## src/hw/dtc_pkg.sv

```systemverilog
package dtc_pkg;
   // register byte offsets
   localparam logic [7:0] OFF_CMD    = 8'h00;  // initiator command bits
   localparam logic [7:0] OFF_MODE   = 8'h04;  // mode bits
   localparam logic [7:0] OFF_TCMD   = 8'h08;  // target command / last byte sent
   localparam logic [7:0] OFF_STAT   = 8'h0C;  // bus and dma status (read only)
   localparam logic [7:0] OFF_IRQST  = 8'h10;  // sticky events (read only)
   localparam logic [7:0] OFF_IRQEN  = 8'h14;  // event enables
   localparam logic [7:0] OFF_IRQCLR = 8'h18;  // write one to clear
   localparam logic [7:0] OFF_SDIR   = 8'h1C;  // start dma initiator receive
   // initiator command bits
   localparam int B_ADB   = 0;
   localparam int B_ATN   = 1;
   localparam int B_SEL   = 2;
   localparam int B_BSY   = 3;
   localparam int B_ACK   = 4;
   localparam int B_DIFF  = 5;
   localparam int B_RST   = 7;
   // mode bits
   localparam int B_ARBIT = 0;
   localparam int B_DMA   = 1;
   localparam int B_TGT   = 6;
   localparam int B_REV   = 7;
   // target command bits
   localparam int B_LBS   = 7;
   // status bits
   localparam int S_EOD   = 0;
   localparam int S_DRQ   = 1;
   localparam int S_PM    = 2;
   localparam int S_FREE  = 3;
   localparam int S_HOLD  = 4;
   // interrupt event bits
   localparam int E_EOD   = 0;
   localparam int E_LBS   = 1;
   localparam int E_FREE  = 2;
   localparam logic [7:0]  MODE_RST  = 8'h80;
   localparam logic [31:0] ZERO_WORD = 32'h0000_0000;
   localparam int          NEV       = 3;
endpackage

```

## src/hw/dtc_top.sv

```systemverilog
// Summary of operation
// - single-ended select high runs single-ended; low runs differential-pair mode.
// - differential mode: busy, select, reset pins stop driving, inputs only.
// - initiator command register holds differential enable at bit 5.
// - target-side enable active exactly when target role and differential enable set.
// - initiator-side enable active when target role clear and differential enable set.
// - target role flag is mode register bit 6.
// - data-bus enable asserted when assert-data-bus and target role both set.
// - also asserted with assert-data-bus, phase match, not target, I/O low.
// - arbitration output asserted when arbitration set and bus free detected.
// - busy-drive output active exactly while device asserts busy.
// - select-drive output follows assert-select control.
// - reset-drive output follows assert-reset control.
// - single-ended mode keeps all transceiver controls working identically.
// - later revision sets target command bit 7 once last byte reaches bus.
// - original revision: dma_finished_flag only means last byte taken from DMA.
// - end-of-process sets dma_finished_flag, stops requests, keeps DMA mode set.
// - later revision withholds receive ACK until start-receive register written.
`timescale 1ns/1ns
`default_nettype none
module dtc_top (
   input  wire logic        hclk,                         // bus clock
   input  wire logic        hresetn,                      // async reset, low
   input  wire logic        hsel,                         // slave select
   input  wire logic [31:0] haddr,                        // address
   input  wire logic [1:0]  htrans,                       // transfer type
   input  wire logic        hwrite,                       // write
   input  wire logic [2:0]  hsize,                        // size
   input  wire logic [31:0] hwdata,                       // write data
   input  wire logic        hready,                       // bus ready
   output logic [31:0]      hrdata,                       // read data
   output logic             hreadyout,                    // slave ready
   output logic             hresp,                        // always okay
   input  wire logic        single_ended_select,          // pin, high = single ended
   input  wire logic        bsy_in,                       // busy pin level
   input  wire logic        sel_in,                       // select pin level
   input  wire logic        rst_in,                       // reset pin level
   input  wire logic        io_in,                        // I/O pin level
   input  wire logic        req_in,                       // REQ pin level
   input  wire logic        phase_match,                  // phase match from core
   input  wire logic        end_of_process_input,         // dma end pin
   input  wire logic        dma_byte_taken,               // core took a byte from dma
   input  wire logic        byte_on_bus,                  // core put a byte on the bus
   output logic             bsy_out,                      // busy pin drive
   output logic             bsy_oe,                       // busy pin enable
   output logic             sel_out,                      // select pin drive
   output logic             sel_oe,                       // select pin enable
   output logic             rst_out,                      // reset pin drive
   output logic             rst_oe,                       // reset pin enable
   output logic             ack_out,                      // ack drive
   output logic             dma_request,                  // dma request
   output logic             data_bus_driver_enable,       // data transceivers
   output logic             target_side_driver_enable,    // target transceivers
   output logic             initiator_side_driver_enable, // initiator transceivers
   output logic             arbitration_id_drive,         // id during arbitration
   output logic             busy_drive_output,            // busy transceiver
   output logic             select_drive_output,          // select transceiver
   output logic             bus_reset_drive_output,       // reset transceiver
   output logic             irq                           // level interrupt
);
   logic [7:0] cmd;
   logic [7:0] mode;
   logic       lbs;
   logic       eod;
   logic       hold_ack;
   logic       pend_last;
   localparam int NEV_W = dtc_pkg::NEV;
   logic [NEV_W-1:0] ev_st;
   logic [NEV_W-1:0] ev_en;
   logic [4:0] s1;
   logic [4:0] s2;
   logic       bus_free;
   logic       wr_ph;
   logic       rd_ph;
   logic [7:0] ph_addr;
   logic       eop_d;
   logic       eop_pulse;
   logic       free_d;
   logic [NEV_W-1:0] ev_set;
   logic [NEV_W-1:0] ev_clr;
   logic       se;
   logic       tgt;
   logic       diff;
   logic       wr_mode;
   logic       wr_tcmd;
   logic       wr_sdir;
   logic       wr_irqen;
   logic       wr_irqclr;

   // mode, busy, select, reset and end-of-process pins come from outside: two stages before any use
   always_ff @(posedge hclk or negedge hresetn) begin
      if (!hresetn) begin
         s1 <= 5'h0_0;
         s2 <= 5'h0_0;
      end else begin
         s1 <= {single_ended_select, bsy_in, sel_in, rst_in, end_of_process_input};
         s2 <= s1;
      end
   end

   assign se   = s2[4];
   assign tgt  = mode[dtc_pkg::B_TGT];
   assign diff = cmd[dtc_pkg::B_DIFF];
   assign bus_free  = !s2[3] && !s2[2];
   assign eop_pulse = s2[0] && !eop_d;

   function automatic logic hit(input logic [7:0] a, input logic [7:0] off);
      hit = (a == off);
   endfunction

   // one strobe per writable register except the command register, high in the data phase of a write to it
   assign wr_mode   = wr_ph && hit(ph_addr, dtc_pkg::OFF_MODE);
   assign wr_tcmd   = wr_ph && hit(ph_addr, dtc_pkg::OFF_TCMD);
   assign wr_sdir   = wr_ph && hit(ph_addr, dtc_pkg::OFF_SDIR);
   assign wr_irqen  = wr_ph && hit(ph_addr, dtc_pkg::OFF_IRQEN);
   assign wr_irqclr = wr_ph && hit(ph_addr, dtc_pkg::OFF_IRQCLR);

   // address phase capture
   always_ff @(posedge hclk or negedge hresetn) begin
      if (!hresetn) begin
         wr_ph   <= 1'b0;
         rd_ph   <= 1'b0;
         ph_addr <= 8'h00;
      end else if (hready) begin
         wr_ph   <= hsel && htrans[1] && hwrite;
         rd_ph   <= hsel && htrans[1] && !hwrite;
         ph_addr <= haddr[7:0];
      end
   end

   // control registers
   always_ff @(posedge hclk or negedge hresetn) begin
      if (!hresetn) begin
         cmd  <= 8'h00;
         mode <= dtc_pkg::MODE_RST;
      end else if (wr_ph) begin
         if (hit(ph_addr, dtc_pkg::OFF_CMD)) begin
            cmd <= hwdata[7:0];
         end else if (hit(ph_addr, dtc_pkg::OFF_MODE)) begin
            mode <= hwdata[7:0];
         end
      end
   end

   always_ff @(posedge hclk or negedge hresetn) begin
      if (!hresetn) begin
         eop_d  <= 1'b0;
         // an idle bus is free: starting high keeps reset from posing as a free event
         free_d <= 1'b1;
      end else begin
         eop_d  <= s2[0];
         free_d <= bus_free;
      end
   end

   // dma end handling
   // dma_finished_flag
   // an end of process in the cycle of the clearing mode write still wins
   always_ff @(posedge hclk or negedge hresetn) begin
      if (!hresetn) begin
         eod <= 1'b0;
      end else if (eop_pulse) begin
         eod <= 1'b1;
      end else if (wr_mode && !hwdata[dtc_pkg::B_DMA]) begin
         eod <= 1'b0;
      end
   end

   // original: eod only, no bus tracking
   // armed by end of process, fired by the next byte seen on the bus
   always_ff @(posedge hclk or negedge hresetn) begin
      if (!hresetn) begin
         pend_last <= 1'b0;
      end else if (eop_pulse && mode[dtc_pkg::B_REV]) begin
         pend_last <= 1'b1;
      end else if (pend_last && byte_on_bus) begin
         pend_last <= 1'b0;
      end
   end

   always_ff @(posedge hclk or negedge hresetn) begin
      if (!hresetn) begin
         lbs <= 1'b0;
      end else if (pend_last && byte_on_bus) begin
         lbs <= 1'b1;
      end else if (wr_tcmd) begin
         lbs <= 1'b0;
      end
   end

   // ack hold
   // only the later revision holds; the original lets one more ack slip out
   always_ff @(posedge hclk or negedge hresetn) begin
      if (!hresetn) begin
         hold_ack <= 1'b0;
      end else if (eop_pulse && mode[dtc_pkg::B_REV] && !tgt) begin
         hold_ack <= 1'b1;
      end else if (wr_sdir) begin
         hold_ack <= 1'b0;
      end
   end

   // interrupts: set wins over clear
   assign ev_set = {bus_free && !free_d, pend_last && byte_on_bus, eop_pulse};
   assign ev_clr = wr_irqclr ? hwdata[NEV_W-1:0] : '0;

   // sticky status; an event in the clearing cycle survives the clear
   always_ff @(posedge hclk or negedge hresetn) begin
      if (!hresetn) begin
         ev_st <= '0;
      end else begin
         ev_st <= ev_set | (ev_st & ~ev_clr);
      end
   end

   always_ff @(posedge hclk or negedge hresetn) begin
      if (!hresetn) begin
         ev_en <= '0;
      end else if (wr_irqen) begin
         ev_en <= hwdata[NEV_W-1:0];
      end
   end

   // read data, registered one cycle after the address phase
   always_ff @(posedge hclk or negedge hresetn) begin
      if (!hresetn) begin
         hrdata    <= dtc_pkg::ZERO_WORD;
         hreadyout <= 1'b1;
         hresp     <= 1'b0;
      end else begin
         hreadyout <= 1'b1;
         hresp     <= 1'b0;
         if (hready && hsel && htrans[1] && !hwrite) begin
            if (hit(haddr[7:0], dtc_pkg::OFF_CMD)) begin
               hrdata <= {24'h00_0000, cmd};
            end else if (hit(haddr[7:0], dtc_pkg::OFF_MODE)) begin
               hrdata <= {24'h00_0000, mode};
            end else if (hit(haddr[7:0], dtc_pkg::OFF_TCMD)) begin
               hrdata <= {24'h00_0000, lbs, 7'h00};
            end else if (hit(haddr[7:0], dtc_pkg::OFF_STAT)) begin
               hrdata <= {27'h000_0000, hold_ack, bus_free, phase_match, dma_request, eod};
            end else if (hit(haddr[7:0], dtc_pkg::OFF_IRQST)) begin
               hrdata <= {29'h0000_0000, ev_st};
            end else if (hit(haddr[7:0], dtc_pkg::OFF_IRQEN)) begin
               hrdata <= {29'h0000_0000, ev_en};
            end else begin
               hrdata <= dtc_pkg::ZERO_WORD;
            end
         end
      end
   end

   // transceiver controls, all registered
   // same logic in both modes; registered
   // side enables ignore the mode pin: transceivers stay usable single ended
   always_ff @(posedge hclk or negedge hresetn) begin
      if (!hresetn) begin
         target_side_driver_enable    <= 1'b0;
         initiator_side_driver_enable <= 1'b0;
      end else begin
         target_side_driver_enable    <= tgt && diff;
         initiator_side_driver_enable <= !tgt && diff;
      end
   end

   // line drivers follow their command or mode bits, the synchronised bus-free state, phase match and the unsynchronised I/O pin
   always_ff @(posedge hclk or negedge hresetn) begin
      if (!hresetn) begin
         data_bus_driver_enable       <= 1'b0;
         arbitration_id_drive         <= 1'b0;
         busy_drive_output            <= 1'b0;
         select_drive_output          <= 1'b0;
         bus_reset_drive_output       <= 1'b0;
      end else begin
         data_bus_driver_enable <= cmd[dtc_pkg::B_ADB] &&
                                   (tgt || (phase_match && !io_in));
         arbitration_id_drive   <= mode[dtc_pkg::B_ARBIT] && bus_free;
         busy_drive_output      <= cmd[dtc_pkg::B_BSY];
         select_drive_output    <= cmd[dtc_pkg::B_SEL];
         bus_reset_drive_output <= cmd[dtc_pkg::B_RST];
      end
   end

   // direct pins; in differential mode they become inputs only
   always_ff @(posedge hclk or negedge hresetn) begin
      if (!hresetn) begin
         bsy_out <= 1'b0;
         sel_out <= 1'b0;
         rst_out <= 1'b0;
      end else begin
         bsy_out <= cmd[dtc_pkg::B_BSY];
         sel_out <= cmd[dtc_pkg::B_SEL];
         rst_out <= cmd[dtc_pkg::B_RST];
      end
   end

   // drive only single ended
   // enables use the synchronised mode pin, so a mode change settles in three edges
   always_ff @(posedge hclk or negedge hresetn) begin
      if (!hresetn) begin
         bsy_oe <= 1'b0;
         sel_oe <= 1'b0;
         rst_oe <= 1'b0;
      end else begin
         bsy_oe <= se && cmd[dtc_pkg::B_BSY];
         sel_oe <= se && cmd[dtc_pkg::B_SEL];
         rst_oe <= se && cmd[dtc_pkg::B_RST];
      end
   end

   always_ff @(posedge hclk or negedge hresetn) begin
      if (!hresetn) begin
         ack_out <= 1'b0;
      end else begin
         ack_out <= cmd[dtc_pkg::B_ACK] && !hold_ack;
      end
   end

   // no requests after end
   // the pulse term cuts the request in the same edge that sets eod
   always_ff @(posedge hclk or negedge hresetn) begin
      if (!hresetn) begin
         dma_request <= 1'b0;
      end else begin
         dma_request <= mode[dtc_pkg::B_DMA] && !eod && !eop_pulse && req_in
                        && !dma_byte_taken;
      end
   end

   always_ff @(posedge hclk or negedge hresetn) begin
      if (!hresetn) begin
         irq <= 1'b0;
      end else begin
         irq <= |(ev_st & ev_en);
      end
   end
endmodule
`default_nettype wire

```

## config.mk

```make
export PLATFORM = sky130hd
export DESIGN_NAME = dtc_top
export DESIGN_NICKNAME = d
export VERILOG_FILES = /design/src/hw/dtc_pkg.sv /design/src/hw/dtc_top.sv
export SDC_FILE = /design/constraint.sdc
export NUM_CORES = 1
export LEC_CHECK = 0
export ABC_CLOCK_PERIOD_IN_PS = 3700
export BUFFER_PORTS_ARGS = -buffer_cell sky130_fd_sc_hd__buf_4
export CAP_MARGIN = 30
export CORE_MARGIN = 2
export CORE_UTILIZATION = 52
export CTS_BUF_LIST = sky130_fd_sc_hd__clkbuf_8
export CTS_CLUSTER_DIAMETER = 200
export CTS_CLUSTER_SIZE = 8
export DETAILED_ROUTE_END_ITERATION = 8
export PLACE_DENSITY = 0.95
export SETUP_SLACK_MARGIN = 0.3
export SLEW_MARGIN = 40
export SYNTH_ARGS = -nofsm -noshare
export SYNTH_HDL_FRONTEND = slang
export SYNTH_SLANG_ARGS = --single-unit
```

## constraint.sdc

```tcl
create_clock -name hclk -period 3.7 [get_ports hclk]
set_input_delay 0.185 -clock hclk [delete_from_list [all_inputs] [get_ports hclk]]
set_output_delay 0.185 -clock hclk [all_outputs]
set_load 0.01 [all_outputs]
```

## Yosys cells after proc, flatten, opt, wreduce, memory -nomap -nowiden

Cells that the tools add are included.

| word-level totals | value |
|---|---|
| register bits | 92 |
| bits in latches | 0 |
| bits in writable memories | 0 |
| memory bits (read-only) | 0 |
| output and inout bits | 50 |
| memories | 0 |

| operators by class | value |
|---|---|
| add/subtract/negate cells | 0 |
| multiply operators | 0 |
| div/mod/pow operators | 0 |
| $lt $le $gt $ge | 0 |
| equal/unequal tests | 10 |
| shifts and indexed selects | 0 |
| multiplexer cells | 15 |
| bitwise operators | 5 |
| reduce and logical (&&, ||, !) cells | 52 |

Operator list:

| kind | count |
|---|---|
| 8-bit by 5-bit == test with 1-bit output (second input constant) | 5 |
| 1-bit logical AND | 30 |
| 8-bit by 4-bit == test with 1-bit output (second input constant) | 3 |
| 8-bit 2-to-1 mux | 3 |
| 8-bit by 3-bit == test with 1-bit output (second input constant) | 2 |
| 8-bit zero test | 2 |
| 1-bit zero test | 12 |
| 3-bit 2-to-1 mux | 3 |
| 1-bit 2-to-1 mux | 8 |
| 2-bit nonzero test | 4 |
| 3-bit AND | 2 |
| 5-bit 2-to-1 mux | 1 |
| 3-bit NOT | 1 |
| 3-bit OR | 1 |
| 3-bit AND reduction | 1 |
| 3-bit OR reduction | 1 |
| 2-bit AND reduction | 1 |
| 1-bit logical OR | 1 |
| 1-bit NOT | 1 |

## Logic depth before layout (Yosys ltp)

Gate-level depths: netlist of run 1.

| depth | value |
|---|---|
| depth in word-level cells | 7 |
| mapped depth | 6 |

## Least setup slack after synthesis of run 1

Ideal clock, no wire load.

| timing | value |
|---|---|
| path type | reg2reg |
| from | register ph_addr[1] |
| to | register mode[0] |
| library setup time | 0.125 ns |
| data arrival time | 1.653 ns |
| required time | 3.575 ns |
| slack | 1.921 ns |
| cell stages (with the launch flop) | 5 |
| clock period less this slack | 1.779 ns |
| cells stage by stage | dfrtp_1 > nor4b_4 > nand3b_4 > nor3b_4 > mux2_4 |

| on the way | value |
|---|---|
| longest elaborated chain between the ends | 3 |
| elaborated cells between the ends (all ways) | 4 |
| classes of those cells | eq/ne (1); bitwise (1); reduce/logical (2) |

RTL lines:

| element | RTL line | text |
|---|---|---|
| from (decl) | dtc_top.sv:75 | `logic [7:0] ph_addr;` |
| from (signal assigned) | dtc_top.sv:127 | `ph_addr <= haddr[7:0];` |
| 8-bit zero test | dtc_top.sv:108 | `hit = (a == off);` |
| 1-bit NOT (no line) | -- |  |
| 3-bit AND reduction (no line) (*) | -- |  |
| to (signal assigned) | dtc_top.sv:135 | `mode <= dtc_pkg::MODE_RST;` |
| to (signal assigned) | dtc_top.sv:140 | `mode <= hwdata[7:0];` |
| to (decl) | dtc_top.sv:62 | `logic [7:0] mode;` |

Mark *: on every way between the ends. The rest lies on a longest branch, timed or not.
A chain may end at the register's enable or synchronous reset.

## Worst setup path after layout of run 1

| timing | value |
|---|---|
| from | register ph_addr[1] |
| to | register mode[3] |

Same word-level chain as after synthesis.

==> results of run 1 <==
==> cells by family (layout without fill, tap and decap cells) <==
group	count (synthesis)	count (layout)	share of synthesized area, %
AOI/OAI and AO/OA	30	30	7.28
buffers and inverters	41	79	9.28
DFF	66	66	56.3
muxes	36	36	14.6
other	2	26	0.256
and+or+nand+nor	54	54	12.3
==> area by class of cell <==
type | count | area [um^2] | area share (%)
tap | 72 | 90.1 | 2.57
timing repair buffer | 59 | 459 | 13.1
clock buffer | 10 | 138 | 3.92
inverter | 4 | 15.0 | 0.428
clock inverter | 6 | 51.3 | 1.46
sequential | 66 | 1650 | 47.1
multi-input combinational | 146 | 1100 | 31.4
==> power groups by stage <==
| stage | logic, mW | registers, mW | clock network, mW |
|---|---|---|---|
| final | 0.144 | 0.788 | 0.571 |
| after global routing | 0.159 | 0.792 | 0.616 |
| after CTS | 0.145 | 0.788 | 0.584 |
| after detailed placement | 0.141 | 0.801 | 0 |
| after global placement | 0.136 | 0.799 | 0 |
| after floorplan | 0.100 | 0.794 | 0 |
==> repair_timing <==
item	in CTS	in global routing
hold buffers	5	0
endpoints found under the hold margin	68	0
setup endpoints to repair	0	0
==> stage by stage <==
stage	setup WS [ns]	std cells	utilization (%)	power (mW)	area, um^2
after floorplan	1.92	253	-	0.894	3030
after global placement	1.71	342	59.7	0.935	3270
after detailed placement	1.65	342	59.7	0.942	3270
after CTS	1.65	363	64.0	1.52	3500
after global routing	1.57	363	64.1	1.57	3510
final	1.68	363	64.1	1.50	3510
==> state kept, by name (all words and copies together) (netlist names), 3 cells and up <==
register	cells
s1	4
ph_addr	8
ev_st	3
hrdata	8
s2	4
cmd	8
ev_en	3
mode	8
==> cell usage after synthesis (2+ instances only) <==
master	instances
sky130_fd_sc_hd__mux2_2	22
sky130_fd_sc_hd__and2_1	5
sky130_fd_sc_hd__dfrtp_1	64
sky130_fd_sc_hd__mux2i_1	6
sky130_fd_sc_hd__clkbuf_1	4
sky130_fd_sc_hd__a31oi_1	2
sky130_fd_sc_hd__buf_4	29
sky130_fd_sc_hd__inv_1	4
sky130_fd_sc_hd__nor2_1	9
sky130_fd_sc_hd__nor2b_1	7
sky130_fd_sc_hd__a22o_1	2
sky130_fd_sc_hd__nand3_1	7
sky130_fd_sc_hd__or3_1	2
sky130_fd_sc_hd__buf_2	2
sky130_fd_sc_hd__conb_1	2
sky130_fd_sc_hd__o31ai_1	5
sky130_fd_sc_hd__nor4_1	2
sky130_fd_sc_hd__a21o_1	3
sky130_fd_sc_hd__a22oi_1	2
sky130_fd_sc_hd__dfstp_2	2
sky130_fd_sc_hd__o21ai_0	8
sky130_fd_sc_hd__mux2_4	8
sky130_fd_sc_hd__nor4_2	2
sky130_fd_sc_hd__a21oi_1	2
sky130_fd_sc_hd__nand2_1	9
==> worst paths after layout <==
path / end / slack (ns)
setup reg to reg: mode[3] / 1.68
hold / removal: pend_last / 0.07
setup / recovery: mode[3] / 1.68
max in group asynchronous: cmd[2] / 2.89
min in group asynchronous: mode[4] / 0.39
hold reg to reg: s2[4] / 0.35
==> worst max-delay path, stage by stage (launching register included) <==
cell                       delay, ns
sky130_fd_sc_hd__dfrtp_1        0.41
sky130_fd_sc_hd__nor4b_4        0.36
sky130_fd_sc_hd__nand3b_4       0.14
sky130_fd_sc_hd__nor3b_4        0.63
sky130_fd_sc_hd__mux2_4         0.36
==> routing by layer <==
layer,vias up,GRT usage (%)
li1,862,-
met1,929,23.9
met2,76,31.6
met3,11,5.34
met4,0,8.79
met5,-,0
==> impl_summary.txt, run 1 <==
----------------------------------------------------
[Power]
  Portion of total power attributed to the clock network ... 38.0%
  Internal power contribution ... 1.15 mW
  Portion of total power attributed to combinational logic ... 9.6%
  Switching power ... roughly 0.35 mW
  Share of power burned in registers ... 52.4%
  Leakage power of the design ... 1.75 nW
  Switching Fraction ... 23.5%
  Power density relative to cell area ... 429 mW/mm^2
  Worst IR Drop VDD ... 239 uV

[Logic synthesis]
  Share of Yosys cell area claimed by the top area cell type ... 54.5%
  Largest cells by area after synthesis ... sky130_fd_sc_hd__dfrtp_1 55%, sky130_fd_sc_hd__mux2_2 8.4%, sky130_fd_sc_hd__buf_4 7.4%
  Syn avg cell area ... 12.8 um^2
  EDFF count, synth ... 0
  Cell area after synthesis ... 0.00294 mm^2
  Number of standard cells after synthesis ... roughly 230
  Total number of yosys warnings ... 0
  Most used DFF post-synth ... sky130_fd_sc_hd__dfrtp_1
  Number of library cell types mapped by synthesis ... 44
  Part of the Yosys area used for sequential elements ... 56.3%
  Share of synthesized registers carrying an async set or reset ... 100%
  Synth Register Bits ... 66
  Library cell occupying the most area in the post-synthesis netlist ... sky130_fd_sc_hd__dfrtp_1

[Critical path]
  Path type of the worst setup path ... reg2reg
  Worst setup startpoint ... ph_addr[1]
  Source of the worst register-to-register timing path ... ph_addr[1]
  Nature of the critical path startpoint ... flip-flop
  Type of element capturing the critical path ... flip-flop
  Data arrival at the endpoint of the critical path ... 2.24 ns
  CP required ... 3.92 ns
  Depth of the worst register-to-register path ... 4
  Crit path max fanout ... 9

[Clock tree]
  # resized after CTS ... 0
  Clk sink count ... 66
  CTS H-tree lvls ... 3
  Clock insertion delay at the later pin of the skew report ... approximately 0.33 ns
  Root Buffer ... sky130_fd_sc_hd__clkbuf_8
  Maximum count of clock buffers along a single path ... 2
  Post-CTS setup buffers ... 0
  Clock input transition at the sequential cells of the worst setup and hold paths ... 0.07 ns
  Clock tree from TritonCTS ... yes
  Number of buffers created by CTS ... 9

[Routing]
  Routed length on met1 ... between 2000 and 2500 um
  Met3 Wirelength ... 361 um
  Count of routing violations after the opening detailed-route iteration ... 178
  Total number of vias ... 1878
  Top Layer Used ... met4
  Vias per inst ... between 5 and 6
  Drt pass-1 iters ... 4
  Routed wire length ... around 5500 um
  Post-route antenna net violation count ... 0
  DRC violations left ... 0
  Length of routed met2 wiring ... roughly 2800 um
  Detail-routed net length per standard cell ... ~15 um

[Floorplan]
  Die span in y ... around 80 um
  Initial Utilization ... 53.7%
  Area of the die ... between 0.006 and 0.007 mm^2
  Placement Rows ... 27
  Area of the placeable core ... 0.00547 mm^2
  Top-Level Pins ... 134
  Die outline width ... 79.2 um

[Layout]
  Most frequent standard cell in the layout excluding fill and tap cells ... sky130_fd_sc_hd__dfrtp_1
  Antenna diode count ... 0
  Ratio of cells with drive above 1 in the final layout ... 36.8%
  Synth-to-Final Area Change ... 19.4%
  # nets final ... between 300 and 400
  Number of filler cells placed in the layout ... 416
  Highest-count cells in the layout ignoring fill and taps ... 64 x sky130_fd_sc_hd__dfrtp_1, 53 x sky130_fd_sc_hd__buf_4, 26 x sky130_fd_sc_hd__conb_1, 22 x sky130_fd_sc_hd__mux2_2, 10 x sky130_fd_sc_hd__clkbuf_8

[Global routing]
  GRT overflow ... 0
  Overall routing resource usage ... about a fifth
  Number of global-route vias before repair ... 1913
  Largest net degree at the start of global routing ... 67
  Global-route wire length before repair ... 8970 um
  Antenna violations before repair ... 0

[STA]
  Hold slack ... 0.0692 ns
  Tcrit/Tclk final ... between 50% and 60%
  Setup repair after global routing missed its margin ... no
  Setup_tns ... 0 ns
  Slew Viols, Final ... 0
  Shortest clock period the worst path allows after layout ... approximately 2.0 ns
  Max Fclk ... between 400 and 500 MHz
  Final hold violations ... 0
  Final setup vio count ... 0
  Worst Max-Slew Pin Slew ... about 0.73 ns
  Worst relative slew slack ... 51.4%
  Worst clock skew on the final layout ... between 0.008 and 0.009 ns

[Run status]
  Outcome ... completed

[Placed design]
  # port buffers ... 54
  Placer's final routability congestion estimate ... 0.884
  Estimated wirelength of the detail-placed design ... about 4000 um

[Job]
  Max Cap Viol ... 0

[Hold path]
  Hold-critical path depth ... 2
  Start point of the worst min-delay path ... byte_on_bus
  Worst min path class ... in2reg

----------------------------------------------------
No activity file was read; power rests on OpenSTA's default activity.
==> run 2: changes to the inputs <==
--- a/config.mk
+++ b/config.mk
@@ -5,16 +5,16 @@
 export SDC_FILE = /design/constraint.sdc
 export NUM_CORES = 1
 export LEC_CHECK = 0
-export ABC_CLOCK_PERIOD_IN_PS = 3700
+export ABC_CLOCK_PERIOD_IN_PS = 2000
 export BUFFER_PORTS_ARGS = -buffer_cell sky130_fd_sc_hd__buf_4
 export CAP_MARGIN = 30
 export CORE_MARGIN = 2
-export CORE_UTILIZATION = 52
+export CORE_UTILIZATION = 48
 export CTS_BUF_LIST = sky130_fd_sc_hd__clkbuf_8
 export CTS_CLUSTER_DIAMETER = 200
 export CTS_CLUSTER_SIZE = 8
 export DETAILED_ROUTE_END_ITERATION = 8
-export PLACE_DENSITY = 0.95
+export PLACE_DENSITY = 0.91
 export SETUP_SLACK_MARGIN = 0.3
 export SLEW_MARGIN = 40
 export SYNTH_ARGS = -nofsm -noshare
==> constraint.sdc (replaced) <==
create_clock -name hclk -period 2 [get_ports hclk]
set_input_delay 0.1 -clock hclk [delete_from_list [all_inputs] [get_ports hclk]]
set_output_delay 0.1 -clock hclk [all_outputs]
set_load 0.01 [all_outputs]
==> impl_summary.txt, run 2 (synthesis gave the netlist of run 1 again) <==
----------------------------------------------------
[STA]
  Shortest clock period the worst path allows after layout ... 1.73 ns (was 2.02 ns)
  Worst relative slew slack ... 60.9% (was 51.4%)
  Max Fclk ... 579 MHz (was 495 MHz)
  Tcrit/Tclk final ... 86.4% (was 54.6%)
  Worst Max-Slew Pin Slew ... 0.587 ns (was 0.728 ns)
  Slew Viols, Final ... 0 (unchanged)
  Setup_tns ... 0 ns (unchanged)
  Final setup vio count ... 0 (unchanged)
  Setup repair after global routing missed its margin ... yes (was no)
  Worst clock skew on the final layout ... 0.0113 ns (was 0.00828 ns)
  Final hold violations ... 0 (unchanged)

[Clock tree]
  Clock insertion delay at the later pin of the skew report ... 0.35 ns (was 0.33 ns)
  Clock input transition at the sequential cells of the worst setup and hold paths ... 0.06 ns (was 0.07 ns)
  Clk sink count ... 66 (unchanged)
  Root Buffer ... sky130_fd_sc_hd__clkbuf_8 (unchanged)
  Number of buffers created by CTS ... 9 (unchanged)
  Clock tree from TritonCTS ... yes (unchanged)
  CTS H-tree lvls ... 3 (unchanged)
  Maximum count of clock buffers along a single path ... 2 (unchanged)
  Post-CTS setup buffers ... 0 (unchanged)

[Critical path]
  Source of the worst register-to-register timing path ... ph_addr[1] (unchanged)
  Depth of the worst register-to-register path ... 5 (was 4)
  Crit path buffers/inverters ... 1 (was 0)
  Nature of the critical path startpoint ... flip-flop (unchanged)
  Setup slack, reg-to-reg ... 0.27 ns (was 1.68 ns)
  Cell type of the slowest stage on the worst timing path ... sky130_fd_sc_hd__dfrtp_1 (was sky130_fd_sc_hd__nor3b_4)
  CP required ... 2.23 ns (was 3.92 ns)
  Number of stages on the worst setup path ... 5 (was 4)
  Path type of the worst setup path ... reg2reg (unchanged)
  Type of element capturing the critical path ... flip-flop (unchanged)
  Worst reg2reg endpoint ... mode[0] (was mode[3])
  Data arrival at the endpoint of the critical path ... 1.95 ns (was 2.24 ns)
  Family with the most delay on the worst path ... simple AND/OR/NAND/NOR gates (unchanged)
  Ordered list of cells on the worst path ... nor4b_4 > nand3b_4 > nor3b_4 > buf_6 > mux2_4 (was nor4b_4 > nand3b_4 > nor3b_4 > mux2_4)
  Crit path max fanout ... 7 (was 9)
  Longest individual stage delay on the worst path ... 0.41 ns (was 0.63 ns)

[Floorplan]
  Top-Level Pins ... 134 (unchanged)
  Initial Utilization ... 49.6% (was 53.7%)
  Area of the placeable core ... 0.00592 mm^2 (was 0.00547 mm^2)
  Placement Rows ... 28 (was 27)
  Area of the die ... 0.00676 mm^2 (was 0.00627 mm^2)
  Die span in y ... 82.2 um (was 79.2 um)
  Die outline width ... 82.2 um (was 79.2 um)

[Global routing]
  Largest net degree at the start of global routing ... 67 (unchanged)
  Overall routing resource usage ... 18.7% (was 19.3%)
  Number of global-route vias before repair ... 1883 (was 1913)
  Global-route wire length before repair ... 9020 um (was 8970 um)
  Antenna violations before repair ... 0 (unchanged)
  GRT overflow ... 0 (unchanged)

[Power]
  Power density relative to cell area ... 769 mW/mm^2 (was 429 mW/mm^2)
  Leakage power of the design ... 1.82 nW (was 1.75 nW)
  Worst IR Drop VDD ... 558 uV (was 239 uV)
  Total chip power ... 2.83 mW (was 1.50 mW)

[Layout]
  FF/Latch Area ... 0.00165 mm^2 (unchanged)
  Synth-to-Final Area Change ... 25.1% (was 19.4%)
  Number of filler cells placed in the layout ... 483 (was 416)
  Area of the multi-input gates ... 0.00113 mm^2 (was 0.00110 mm^2)
  Antenna diode count ... 0 (unchanged)
  # nets final ... 384 (was 370)
  Most frequent standard cell in the layout excluding fill and tap cells ... sky130_fd_sc_hd__dfrtp_1 (unchanged)
  Ratio of cells with drive above 1 in the final layout ... 36.4% (was 36.8%)
  Highest-count cells in the layout ignoring fill and taps ... 64 x sky130_fd_sc_hd__dfrtp_1, 55 x sky130_fd_sc_hd__buf_4, 26 x sky130_fd_sc_hd__conb_1 (was 64 x sky130_fd_sc_hd__dfrtp_1, 53 x sky130_fd_sc_hd__buf_4, 26 x sky130_fd_sc_hd__conb_1, 22 x sky130_fd_sc_hd__mux2_2, 10 x sky130_fd_sc_hd__clkbuf_8)

[Routing]
  DRC violations left ... 0 (unchanged)
  Post-route antenna net violation count ... 0 (unchanged)
  Vias per inst ... 5.07 (was 5.17)
  Drt pass-1 iters ... 4 (unchanged)
  Count of routing violations after the opening detailed-route iteration ... 132 (was 178)
  Detail-routed net length per standard cell ... 15.7 um (was 15.2 um)
  Total number of vias ... 1926 (was 1878)
  Routed wire length ... 5980 um (was 5530 um)

[Job]
  Max Cap Viol ... 0 (unchanged)

[Hold path]
  Worst hold endpoint ... dma_request (was pend_last)
  Start point of the worst min-delay path ... dma_byte_taken (was byte_on_bus)
  Worst min path class ... in2reg (unchanged)
  Hold-critical path depth ... 3 (was 2)

[Placed design]
  # port buffers ... 54 (unchanged)
  Estimated wirelength of the detail-placed design ... 4020 um (was 3950 um)
  Placer's final routability congestion estimate ... 0.793 (was 0.884)

[Run status]
  Outcome ... completed (unchanged)

----------------------------------------------------
run 2: per-stage QoR:
step / cell area (um^2) / hold slack (ns) / worst slack (ns) / utilization [%] / cells
3_5_place_dp: 3300 / 0.210 / 0.224 / 55.7 / 349
5_1_grt: 3680 / 0.00517 / 0.180 / 62.1 / 380
3_3_place_gp: 3300 / 0.210 / 0.258 / 55.7 / 349
2_1_floorplan: 3030 / -0.196 / 0.221 / - / 253
4_1_cts: 3640 / 0.00319 / 0.263 / 61.5 / 380
6_report: 3680 / 0.0154 / 0.272 / 62.1 / 380
run 2: how the worst max path moves through the flow:
stage | from | end | slack (ns)
3_5_place_dp | haddr[1] | hrdata[1] | 0.22
2_1_floorplan | ph_addr[1] | mode[0] | 0.22
4_1_cts | ph_addr[1] | mode[2] | 0.26
5_1_grt | ph_addr[1] | mode[0] | 0.18
6_report | ph_addr[1] | mode[0] | 0.27
3_3_place_gp | ph_addr[1] | mode[0] | 0.26
run 2: layer usage:
layer	share of wire, %	up-vias	wire length, um	GRT usage, %
met1	41	955	2440	23.5
met3	6.6	9	392	6.09
met2	51	71	3060	29.8
met4	1.5	0	87	7.50
met5	0	-	0	0
li1	-	891	-	-
run 2: tightest hold or removal path, stage by stage:
cell	delay, ns
sky130_fd_sc_hd__buf_4	0.07
sky130_fd_sc_hd__nand4bb_1	0.11
sky130_fd_sc_hd__nor2_1	0.04
run 2: area by class of cell:
type,count,area share (%)
Clock buffer,10,3.74
Timing Repair Buffer,73,16.2
Tap cell,75,2.55
Sequential cell,66,45.0
Inverter,4,0.408
Clock inverter,6,1.40
Multi-Input combinational cell,146,30.7
run 2: repair_timing:
action	CTS	global route
endpoints found under the setup margin	6	19
endpoints found under the hold margin	84	0
resized for setup	1	8
hold buffers	15	0
run 2: power breakdown:
group | internal, mW | switching, mW | total, mW | leakage (nW)
registers | 1.40 | 0.0542 | 1.46 | 0.848
logic | 0.151 | 0.142 | 0.293 | 0.866
clock network | 0.592 | 0.483 | 1.08 | 0.110
total | 2.15 | 0.680 | 2.83 | 1.82
==> run 3: changes to the inputs <==
==> config.mk (replaced) <==
export PLATFORM = sky130hd
export DESIGN_NAME = dtc_top
export DESIGN_NICKNAME = d
export VERILOG_FILES = /design/src/hw/dtc_pkg.sv /design/src/hw/dtc_top.sv
export SDC_FILE = /design/constraint.sdc
export NUM_CORES = 1
export LEC_CHECK = 0
export ABC_CLOCK_PERIOD_IN_PS = 2000
export BUFFER_PORTS_ARGS = -buffer_cell sky130_fd_sc_hd__buf_4
export CORE_MARGIN = 2
export CORE_UTILIZATION = 47
export CTS_CLUSTER_DIAMETER = 200
export CTS_CLUSTER_SIZE = 8
export DETAILED_ROUTE_END_ITERATION = 8
export PLACE_DENSITY = 0.89
export SETUP_SLACK_MARGIN = 0.3
export SYNTH_ARGS = -nofsm -noshare
export SYNTH_HDL_FRONTEND = slang
export SYNTH_SLANG_ARGS = --single-unit
==> impl_summary.txt, run 3 (synthesis gave the netlist of run 1 again) <==
----------------------------------------------------
[Run status]
  Outcome ... completed (unchanged)

[Placed design]
  Cell Count Post-Placement ... 349 (unchanged)
  Placer's final routability congestion estimate ... 0.806 (was 0.793)
  Estimated wirelength of the detail-placed design ... 3940 um (was 4020 um)
  DP Worst Slack ... 0.219 ns (was 0.224 ns)
  # port buffers ... 54 (unchanged)

[Critical path]
  Worst setup startpoint ... ph_addr[1] (unchanged)
  Longest individual stage delay on the worst path ... 0.41 ns (about the same)
  Path type of the worst setup path ... reg2reg (unchanged)
  Type of element capturing the critical path ... flip-flop (unchanged)
  Nature of the critical path startpoint ... flip-flop (unchanged)
  CP required ... 2.22 ns (was 2.23 ns)
  Source of the worst register-to-register timing path ... ph_addr[1] (unchanged)
  Cell type of the slowest stage on the worst timing path ... sky130_fd_sc_hd__dfrtp_1 (unchanged)
  Crit path max fanout ... 7 (unchanged)
  Data arrival at the endpoint of the critical path ... 1.96 ns (was 1.95 ns)
  Ordered list of cells on the worst path ... nor4b_4 > nand3b_4 > nor3b_4 > buf_6 > mux2_4 (unchanged)

[Clock tree]
  Post-CTS setup buffers ... 0 (unchanged)
  Number of buffers created by CTS ... 9 (unchanged)
  Maximum count of clock buffers along a single path ... 2 (unchanged)
  CTS H-tree lvls ... 3 (unchanged)
  Root Buffer ... sky130_fd_sc_hd__clkbuf_8 (unchanged)
  Clock tree from TritonCTS ... yes (unchanged)
  Clock insertion delay at the later pin of the skew report ... 0.34 ns (was 0.35 ns)
  Clock input transition at the sequential cells of the worst setup and hold paths ... 0.07 ns (was 0.06 ns)
  Clk sink count ... 66 (unchanged)

[Routing]
  Detail-routed net length per standard cell ... 15.2 um (was 15.7 um)
  Total number of vias ... 1906 (was 1926)
  Vias per inst ... 5.03 (was 5.07)
  Count of routing violations after the opening detailed-route iteration ... 151 (was 132)
  Post-route antenna net violation count ... 0 (unchanged)
  Drt pass-1 iters ... 4 (unchanged)
  DRC violations left ... 0 (unchanged)
  Routed wire length ... 5770 um (was 5980 um)

[Layout]
  Synth-to-Final Area Change ... 27.9% (was 25.1%)
  Filler-free cell count of the finished design ... 379 (was 380)
  Most frequent standard cell in the layout excluding fill and tap cells ... sky130_fd_sc_hd__dfrtp_1 (unchanged)
  Highest-count cells in the layout ignoring fill and taps ... 64 x sky130_fd_sc_hd__dfrtp_1, 56 x sky130_fd_sc_hd__buf_4, 26 x sky130_fd_sc_hd__conb_1, 15 x sky130_fd_sc_hd__mux2_2, 15 x sky130_fd_sc_hd__mux2_4 (was 64 x sky130_fd_sc_hd__dfrtp_1, 55 x sky130_fd_sc_hd__buf_4, 26 x sky130_fd_sc_hd__conb_1)
  Antenna diode count ... 0 (unchanged)
  Ratio of cells with drive above 1 in the final layout ... 37.5% (was 36.4%)
  # nets final ... 383 (was 384)

[STA]
  Final setup vio count ... 0 (unchanged)
  Max Fclk ... 575 MHz (was 579 MHz)
  Worst Max-Slew Pin Slew ... 0.803 ns (was 0.587 ns)
  Min setup slack post-route ... 0.260 ns (was 0.272 ns)
  Shortest clock period the worst path allows after layout ... 1.74 ns (was 1.73 ns)
  Slew Viols, Final ... 0 (unchanged)
  Worst relative slew slack ... 46.5% (was 60.9%)
  Setup repair after global routing missed its margin ... yes (unchanged)
  Hold slack ... 0.0115 ns (was 0.0154 ns)
  Setup_tns ... 0 ns (unchanged)
  Final hold violations ... 0 (unchanged)
  Tcrit/Tclk final ... 87.0% (was 86.4%)
  Worst clock skew on the final layout ... 0.00898 ns (was 0.0113 ns)

[Power]
  Leakage power of the design ... 1.85 nW (was 1.82 nW)
  Worst IR Drop VDD ... 518 uV (was 558 uV)
  Power density relative to cell area ... 879 mW/mm^2 (was 769 mW/mm^2)

[Floorplan]
  Die outline width ... 83.1 um (was 82.2 um)
  Top-Level Pins ... 134 (unchanged)
  Area of the die ... 0.00690 mm^2 (was 0.00676 mm^2)
  Area of the placeable core ... 0.00599 mm^2 (was 0.00592 mm^2)
  Placement Rows ... 28 (unchanged)
  Die span in y ... 83.1 um (was 82.2 um)
  Initial Utilization ... 49.0% (was 49.6%)

[Global routing]
  GRT Max-Usage Layer ... met2 (unchanged)
  Antenna violations before repair ... 0 (unchanged)
  Met3 Usage GRT ... 5.47% (was 6.09%)
  Global-route wire length before repair ... 9550 um (was 9020 um)
  Largest net degree at the start of global routing ... 67 (unchanged)
  GRT met2 Usage ... 28.0% (was 29.8%)
  Overall routing resource usage ... 17.6% (was 18.7%)
  Number of global-route vias before repair ... 1917 (was 1883)
  GRT overflow ... 0 (unchanged)
  Met1 usage ... 22.4% (was 23.5%)

[Job]
  Max Cap Viol ... 0 (unchanged)

[Hold path]
  Worst min path class ... in2reg (unchanged)
  Start point of the worst min-delay path ... hwdata[5] (was dma_byte_taken)

----------------------------------------------------
## run 3: final timing paths
| kind | cells past startpoint | to | slack, ns |
|---|---|---|---|
| max | 5 | mode[1] | 0.26 |
| min | 2 | cmd[5] | 0.01 |
| max reg2reg | 5 | mode[1] | 0.26 |
| min reg2reg | 0 | s2[2] | 0.34 |
| max in group asynchronous | 2 | cmd[2] | 1.07 |
| min in group asynchronous | 2 | mode[3] | 0.38 |
## run 3: cell type report
cell class / count / area (um^2)
clock inverter: 4 / 120
multi-input combinational: 146 / 1130
sequential: 66 / 1650
fill: 467 / 2230
clock buffer: 12 / 165
inverter: 4 / 15.0
tap: 75 / 93.8
timing repair buffer: 72 / 583
## run 3: per-layer routing
| metal | routed length [um] | vias up |
|---|---|---|
| li1 | - | 896 |
| met1 | 2330 | 913 |
| met2 | 2930 | 83 |
| met3 | 378 | 14 |
| met4 | 129 | 0 |
| met5 | 0 | - |
## run 3: repair_timing
action,in CTS,in global routing
gates resized for setup,9,0
hold buffers,13,1
endpoints found under the hold margin,80,2
pin swaps,1,1
endpoints found under the setup margin,14,19
## run 3: worst max-delay path, delay by kind of cell (launching register included)
kind                   cells  cell delay [ns]
muxes                      1             0.30
DFF                        1             0.41
and+or+nand+nor            3             0.72
buffers and inverters      1             0.19
## run 3: through the flow
stage | power [mW] | instance area [um^2] | utilization, %
finish | 3.30 | 3760 | 62.7
global route | 3.42 | 3760 | 62.7
CTS | 3.32 | 3750 | 62.6
detailed placement | 1.74 | 3300 | 55.1
global placement | 1.73 | 3300 | 55.1
floorplan | 1.65 | 3030 | -
## run 3: power by group
| group | internal [mW] | switching (mW) | total [mW] |
|---|---|---|---|
| combinational | 0.149 | 0.139 | 0.288 |
| clock | 1.06 | 0.501 | 1.56 |
| sequential | 1.40 | 0.0541 | 1.46 |
